## src/rtl/sstx_pkg.sv

```systemverilog
// Purpose: Shared types and constants for the skip/swap/table/xor execution unit
// Assumes: 8-bit data path, 15-bit program ROM words, 11-bit program address
// Notes:   Operation codes are the decoder's own, not the instruction encoding
`default_nettype none
package sstx_pkg;
    localparam int DATA_W   = 8;
    localparam int ROM_W    = 15;
    localparam int PC_W     = 11;
    localparam int NIB_W    = 4;
    localparam int LOW_BYTE = 0;
    localparam int HIGH_LSB = 8;
    localparam int HIGH_W   = ROM_W - HIGH_LSB;
    localparam int BIT_SEL_W = 3;
    localparam logic [DATA_W-1:0] ZERO_BYTE = 8'h00;
    localparam logic [7:0]        PAGE_ALL_ONES = 8'hff;

    typedef enum logic [3:0] {
        SSTX_OP_NONE,
        SSTX_OP_NIBBLE_SWAP_TO_ACC,
        SSTX_OP_SKIP_ZERO,
        SSTX_OP_MOVE_SKIP_ZERO,
        SSTX_OP_SKIP_BIT_ZERO,
        SSTX_OP_TABLE_CUR,
        SSTX_OP_TABLE_LAST,
        SSTX_OP_XOR_ACC,
        SSTX_OP_XOR_MEM,
        SSTX_OP_XOR_IMM
    } sstx_op_type;

    typedef struct packed {
        logic                 valid;
        sstx_op_type          op;
        logic [DATA_W-1:0]    mem_data;
        logic [DATA_W-1:0]    literal;
        logic [BIT_SEL_W-1:0] bit_sel;
        logic [PC_W-1:0]      pc;
    } sstx_issue_type;

    typedef struct packed {
        logic              acc_we;
        logic [DATA_W-1:0] acc_data;
        logic              mem_we;
        logic [DATA_W-1:0] mem_data;
        logic              zero_we;
        logic              zero_val;
        logic              tbl_high_we;
        logic [HIGH_W-1:0] tbl_high;
    } sstx_wb_type;
endpackage
`default_nettype wire

```

## src/rtl/sstx_exec.sv

```systemverilog
// Purpose: Execution of nibble swap, zero skips, table reads and exclusive-OR
// Assumes: Operand byte is already read; ROM answers its address in the same cycle
// Notes:   Table read low byte goes to memory, high byte to table_high_latch
//
// Summary of operation
// - Swap nibbles into accumulator; memory untouched
// - Skip next instruction when byte is zero
// - Taken skip flushes prefetch, inserts dummy cycle
// - Skip takes two cycles, else one
// - Move byte to accumulator, skip if zero
// - Skip when selected bit is zero
// - Current-page table read at table pointer
// - Low byte to memory, high to latch
// - Last-page table read uses final page
// - XOR into accumulator, only zero flag
// - XOR into memory, updates zero flag
// - XOR literal into accumulator, zero flag
`default_nettype none
module sstx_exec #(
    parameter int PC_W = sstx_pkg::PC_W
) (
    input  wire logic                          core_clk,
    input  wire logic                          rst_n,
    input  wire sstx_pkg::sstx_issue_type      issue,
    input  wire logic [sstx_pkg::DATA_W-1:0]   acc,
    input  wire logic [sstx_pkg::DATA_W-1:0]   table_pointer,
    input  wire logic [sstx_pkg::ROM_W-1:0]    rom_data,
    output logic      [PC_W-1:0]               rom_addr,
    output sstx_pkg::sstx_wb_type              wb,
    output logic                               flush_prefetch,
    output logic                               stall,
    output logic [sstx_pkg::HIGH_W-1:0]        table_high_latch
);
    localparam int PAGE_W = PC_W - sstx_pkg::DATA_W;

    // Writeback group
    sstx_pkg::sstx_wb_type         wb_d, wb_q;

    // Skip group
    logic                          flush_d, flush_q;
    logic                          dummy_d, dummy_q;

    // Table group
    logic [PC_W-1:0]               addr_d, addr_q;
    logic [sstx_pkg::HIGH_W-1:0]   thl_d, thl_q;

    // Shared decode
    logic [sstx_pkg::DATA_W-1:0]   x_operand;
    logic [sstx_pkg::DATA_W-1:0]   x_res;
    logic [sstx_pkg::DATA_W-1:0]   bit_mask;
    logic [PC_W-1:0]               table_addr;
    logic                          sel_bit;
    logic                          byte_zero;
    logic                          xor_zero;
    logic                          take_skip;
    logic                          is_table;
    logic                          is_last;
    logic                          is_xor;
    logic                          issue_ok;

    // An issue arriving during the dummy cycle belongs to the flushed slot
    assign issue_ok = issue.valid && !dummy_q;

    // One-hot bit select; avoids a variable index that tools may widen
    genvar gi;
    generate
        for (gi = 0; gi < sstx_pkg::DATA_W; gi++) begin : g_bit_mask
            assign bit_mask[gi] = (issue.bit_sel == sstx_pkg::BIT_SEL_W'(gi));
        end
    endgenerate

    assign sel_bit   = |(bit_mask & issue.mem_data);
    assign byte_zero = (issue.mem_data == sstx_pkg::ZERO_BYTE);
    assign x_res     = acc ^ x_operand;
    assign xor_zero  = (x_res == sstx_pkg::ZERO_BYTE);

    // Operation classes and skip decision
    always_comb begin
        take_skip = 1'b0;
        is_table  = 1'b0;
        is_last   = 1'b0;
        is_xor    = 1'b0;
        x_operand = issue.mem_data;
        if (issue_ok) begin
            unique case (issue.op)
                sstx_pkg::SSTX_OP_NONE,
                sstx_pkg::SSTX_OP_NIBBLE_SWAP_TO_ACC: begin
                end
                sstx_pkg::SSTX_OP_SKIP_ZERO: begin
                    take_skip = byte_zero;
                end
                sstx_pkg::SSTX_OP_MOVE_SKIP_ZERO: begin
                    take_skip = byte_zero;
                end
                sstx_pkg::SSTX_OP_SKIP_BIT_ZERO: begin
                    take_skip = !sel_bit;
                end
                sstx_pkg::SSTX_OP_TABLE_CUR: begin
                    is_table = 1'b1;
                end
                sstx_pkg::SSTX_OP_TABLE_LAST: begin
                    is_table = 1'b1;
                    is_last  = 1'b1;
                end
                sstx_pkg::SSTX_OP_XOR_ACC,
                sstx_pkg::SSTX_OP_XOR_MEM: begin
                    is_xor = 1'b1;
                end
                sstx_pkg::SSTX_OP_XOR_IMM: begin
                    is_xor    = 1'b1;
                    x_operand = issue.literal;
                end
                default: begin
                end
            endcase
        end
    end

    // Writeback next values
    always_comb begin
        // Every flag strobe starts low; only an exclusive-OR raises one
        wb_d = '0;
        if (issue_ok) begin
            unique case (issue.op)
                sstx_pkg::SSTX_OP_NIBBLE_SWAP_TO_ACC: begin
                    wb_d.acc_we   = 1'b1;
                    wb_d.acc_data = {issue.mem_data[sstx_pkg::NIB_W-1:0],
                                     issue.mem_data[sstx_pkg::DATA_W-1:sstx_pkg::NIB_W]};
                end
                sstx_pkg::SSTX_OP_MOVE_SKIP_ZERO: begin
                    wb_d.acc_we   = 1'b1;
                    wb_d.acc_data = issue.mem_data;
                end
                sstx_pkg::SSTX_OP_XOR_ACC: begin
                    wb_d.acc_we   = 1'b1;
                    wb_d.acc_data = x_res;
                end
                sstx_pkg::SSTX_OP_XOR_MEM: begin
                    wb_d.mem_we   = 1'b1;
                    wb_d.mem_data = x_res;
                end
                sstx_pkg::SSTX_OP_XOR_IMM: begin
                    wb_d.acc_we   = 1'b1;
                    wb_d.acc_data = x_res;
                end
                sstx_pkg::SSTX_OP_NONE,
                sstx_pkg::SSTX_OP_SKIP_ZERO,
                sstx_pkg::SSTX_OP_SKIP_BIT_ZERO,
                sstx_pkg::SSTX_OP_TABLE_CUR,
                sstx_pkg::SSTX_OP_TABLE_LAST: begin
                end
                default: begin
                end
            endcase
        end
        wb_d.zero_we  = is_xor;
        wb_d.zero_val = is_xor && xor_zero;
        // ROM answers in the issue cycle, so both halves are taken here
        if (is_table) begin
            wb_d.mem_we      = 1'b1;
            wb_d.mem_data    = rom_data[sstx_pkg::LOW_BYTE +: sstx_pkg::DATA_W];
            wb_d.tbl_high_we = 1'b1;
            wb_d.tbl_high    = rom_data[sstx_pkg::HIGH_LSB +: sstx_pkg::HIGH_W];
        end
    end

    // Skip next values: flush pulse and one dummy slot, both in the same cycle
    always_comb begin
        flush_d = take_skip;
        dummy_d = take_skip;
    end

    // Table next values; address and latch hold between table reads
    always_comb begin
        table_addr = {issue.pc[PC_W-1:sstx_pkg::DATA_W], table_pointer};
        if (is_last) begin
            table_addr = {{PAGE_W{1'b1}}, table_pointer};
        end
        addr_d = addr_q;
        thl_d  = thl_q;
        if (is_table) begin
            addr_d = table_addr;
            thl_d  = rom_data[sstx_pkg::HIGH_LSB +: sstx_pkg::HIGH_W];
        end
    end

    always_ff @(posedge core_clk or negedge rst_n) begin
        if (!rst_n) begin
            wb_q <= '0;
        end else begin
            wb_q <= wb_d;
        end
    end

    always_ff @(posedge core_clk or negedge rst_n) begin
        if (!rst_n) begin
            flush_q <= 1'b0;
            dummy_q <= 1'b0;
        end else begin
            flush_q <= flush_d;
            dummy_q <= dummy_d;
        end
    end

    always_ff @(posedge core_clk or negedge rst_n) begin
        if (!rst_n) begin
            addr_q <= '0;
            thl_q  <= '0;
        end else begin
            addr_q <= addr_d;
            thl_q  <= thl_d;
        end
    end

    // Address is only a record of the last table access; the fetch unit
    // must already present the word in the issue cycle
    assign rom_addr         = addr_q;
    assign wb               = wb_q;
    assign flush_prefetch   = flush_q;
    assign stall            = dummy_q;
    assign table_high_latch = thl_q;
endmodule
`default_nettype wire

```

## config.mk

```make
export PLATFORM = sky130hd
export DESIGN_NAME = sstx_exec
export DESIGN_NICKNAME = d
export VERILOG_FILES = /design/src/rtl/sstx_pkg.sv /design/src/rtl/sstx_exec.sv
export SDC_FILE = /design/constraint.sdc
export NUM_CORES = 1
export LEC_CHECK = 0
export ABC_AREA = 0
export BUFFER_PORTS_ARGS = -buffer_cell sky130_fd_sc_hd__buf_2
export CAP_MARGIN = 20
export CORE_UTILIZATION = 41
export DETAILED_ROUTE_END_ITERATION = 7
export PLACE_DENSITY = 0.85
export SYNTH_ARGS = -nofsm -noshare
export SYNTH_HDL_FRONTEND = slang
export SYNTH_SLANG_ARGS = --single-unit
```

## constraint.sdc

```tcl
create_clock -name core_clk -period 1.8 [get_ports core_clk]
set_input_delay 0 -clock core_clk [delete_from_list [all_inputs] [get_ports core_clk]]
set_output_delay 0 -clock core_clk [all_outputs]
set_load 0.02 [all_outputs]
```

==> reports/summary.txt <==
outcome - finished, final reports clean
combinational power share - 0.277
crit path kind - reg2reg
Final Hold Fails - 0
Clk pwr share - 0.250
post-synthesis cell area - 0.00235 sq mm
Tmin final - 1.74 ns
Seq pwr share - 0.473
Setup-failing EPs final - 0
Ports - 116
top-area cell type share of the netlist area - 0.500
Seq cells post-synth - 47
syn nets - 263
CP arrival - 1.92 ns
top cells by area, synth - dfrtp_1, mux2_1, mux2i_1, and2_1, nor2_1
CTS tree - built
count leader, synth - dfrtp_1
peak supply drop - 0.000407 V
DR iter-0 viols - 52
register area share after synthesis - 0.500
Slew Limit Headroom - 0.557
row count - 27
Post-synth ARST share - 1.00
Post-Route WL - 6740 um
hold path cells - 2
Layout area overhead - 46.2%
Main synth FF type - dfrtp_1
antenna violations before repair - 0
placed cells - 376
Tot GR Track Use - 0.221
Hold EP - stall
RR Startpoint - stall
Hold Crit Class - in2reg
clk_skew - 0.00874 ns
die width - 77.7 um
Crit Path Max Fanout - 27
PwrDens - 753 mW/mm^2
Switching Share - 0.306
Hold Path Origin - issue[32]
clk buf depth - 2
post-synthesis cell count - 195
CP Data Required Time - 1.98 ns
port buffer count - 107
final cell count without fillers - 413
largest net degree at the start of global routing - 32
Critical path origin - stall
P_sw - 0.000791 W
internal power - 0.00180 W
vias in the first global route - 2104
Synth Warn # - 0
height of the die - 77.7 um
fmax - 573 MHz
Clock Sinks - 47
latest clock arrival within the worst-skew pair - 0.29 ns
post-DP HPWL - 4580 um
post-DR vias/cell - 5.23
Core ar. - 0.00551 sq mm
effective utilization at floorplan - 0.427
Leak - 1.72 nW
RSZ-0062 raised after global routing - true
mean post-synth cell area - 12.1 sq um
RR Endpoint - rom_addr[1]
global-route wire length before repair - 10300 um
Tot Pwr - 0.00259 W
Layout Nets - 408
postcts setup bufs - 0
1st-pass router iterations - 4
Reg clk slew, reported paths - 0.09 ns
Antenna Violating Nets Remaining - 0
Post-route DRC - 0
DR vias - 2158
DIE AREA - 0.00604 sq mm
Worst setup EP type - flop
cell taking the most area after synthesis - dfrtp_1
Slew Viols, Final - 0
root buffer cell - clkbuf_8
Reg2Reg Depth - 5
Max Cap Viol - 0
remaining global-route overflow - 0
layout cell share with drive strength beyond 1 - 0.452
number of H-tree levels - 2
Placer Congestion - 0.889
Num CTS Buffers - 5
Commonest cells post-synth - dfrtp_1, nor2_1, and2_1
Worst-Margin Slew - 0.665 ns
R2R setup slack - 0.06 ns
average routed wire per standard cell - 16.3 um
Antenna Diode Count - 0
Tcrit/Tclk final - 0.969
Post-synth EDFFs - 0
count of cell types in the netlist - 47
crit start category - flop
[worst max path at each step]
stage / endpoint / depth (start not counted)
global placement: wb[8] / 5
finish: rom_addr[1] / 5
detailed placement: wb[8] / 5
CTS: wb[8] / 5
global route: wb[8] / 5
floorplan: rom_addr[0] / 5
[flip-flops by register name (all words and copies together), names as in the netlist]
signal	flops
table_high_latch	7
stall	1
rom_addr	11
wb	28
[power groups by stage]
stage / clock (W) / sequential (W) / combinational [W]
finish: 0.000647 / 0.00122 / 0.000717
global placement: 0 / 0.00123 / 0.000624
floorplan: 0 / 0.00138 / 0.000219
detailed placement: 0 / 0.00124 / 0.000639
global route: 0.000698 / 0.00124 / 0.000766
CTS: 0.000659 / 0.00122 / 0.000689
[final cells by class]
| cell class | count | area (sq um) |
|---|---|---|
| fillers | 420 | 2070 |
| repair buffers | 146 | 908 |
| multi-input cells | 139 | 1160 |
| clock inverters | 2 | 16.3 |
| flip-flops and latches | 47 | 1180 |
| clock buffers | 6 | 82.6 |
| well taps | 72 | 90.1 |
| inverters | 1 | 3.75 |
[stage by stage]
stage	worst slack (ns)	util	TNS (ns)	instance area, sq um	hold WS, ns
after CTS	0.00292	0.614	0	3380	0.00327
after floorplan	0.00213	-	0	2360	-0.296
after detailed placement	-0.00908	0.546	-0.00908	3010	0.0647
after global placement	0.0533	0.546	0	3010	0.0678
after global routing	-0.00813	0.624	-0.0149	3440	0.0504
final	0.0559	0.624	0	3440	0.0484
[kinds of logic (layout without fill, tap and decap cells)]
logic type,after synthesis,after routing,synth area share
AO/OA/AOI/OAI,43,43,0.152
multiplexers,27,27,0.134
flip-flops,47,47,0.500
buffers and inverters,11,155,0.0356
AND/OR/NAND/NOR,67,69,0.179
[cell usage in the layout (no fill, tap or decap), types with 2 or more instances in the layout]
cell           count
buf_2            107
dfrtp_1           46
dlygate4sd3_1     27
nor2_1            18
and2_1            11
buf_4             11
mux2i_1           10
mux2_1             9
a31oi_1            7
mux2_2             6
clkbuf_8           6
o21ai_1            5
a22o_1             5
nor2b_1            4
a21oi_1            4
nand3_1            3
and3_1             3
nand2_1            3
nand2b_1           3
and4_1             3
a32o_1             3
o22a_1             3
nand3b_1           2
a21boi_4           2
and4bb_4           2
a21boi_0           2
or3_4              2
a21boi_1           2
or3_1              2
o21ai_0            2
nand4b_1           2
a221oi_2           2
mux4_2             2
[layer usage]
| metal | GRT usage | vias up | routed length [um] |
|---|---|---|---|
| li1 | - | 1021 | - |
| met1 | 0.273 | 1029 | 2830 |
| met2 | 0.387 | 99 | 3330 |
| met3 | 0.0388 | 9 | 480 |
| met4 | 0.0736 | 0 | 98 |
| met5 | 0 | - | 0 |
[critical path: stages, from the launching register on]
cell	delay, ns
dfrtp_2	0.45
nand2b_1	0.19
nor3b_2	0.19
a21boi_4	0.23
buf_12	0.19
mux2_2	0.38
[repair_timing]
action	CTS	global route
resized for setup	2	7
hold buffers	27	0
gates cloned	0	2
endpoints found under the setup margin	1	10
endpoints found under the hold margin	62	0
pin swaps	0	2
Note: power is estimated with default switching activity, not from simulation.
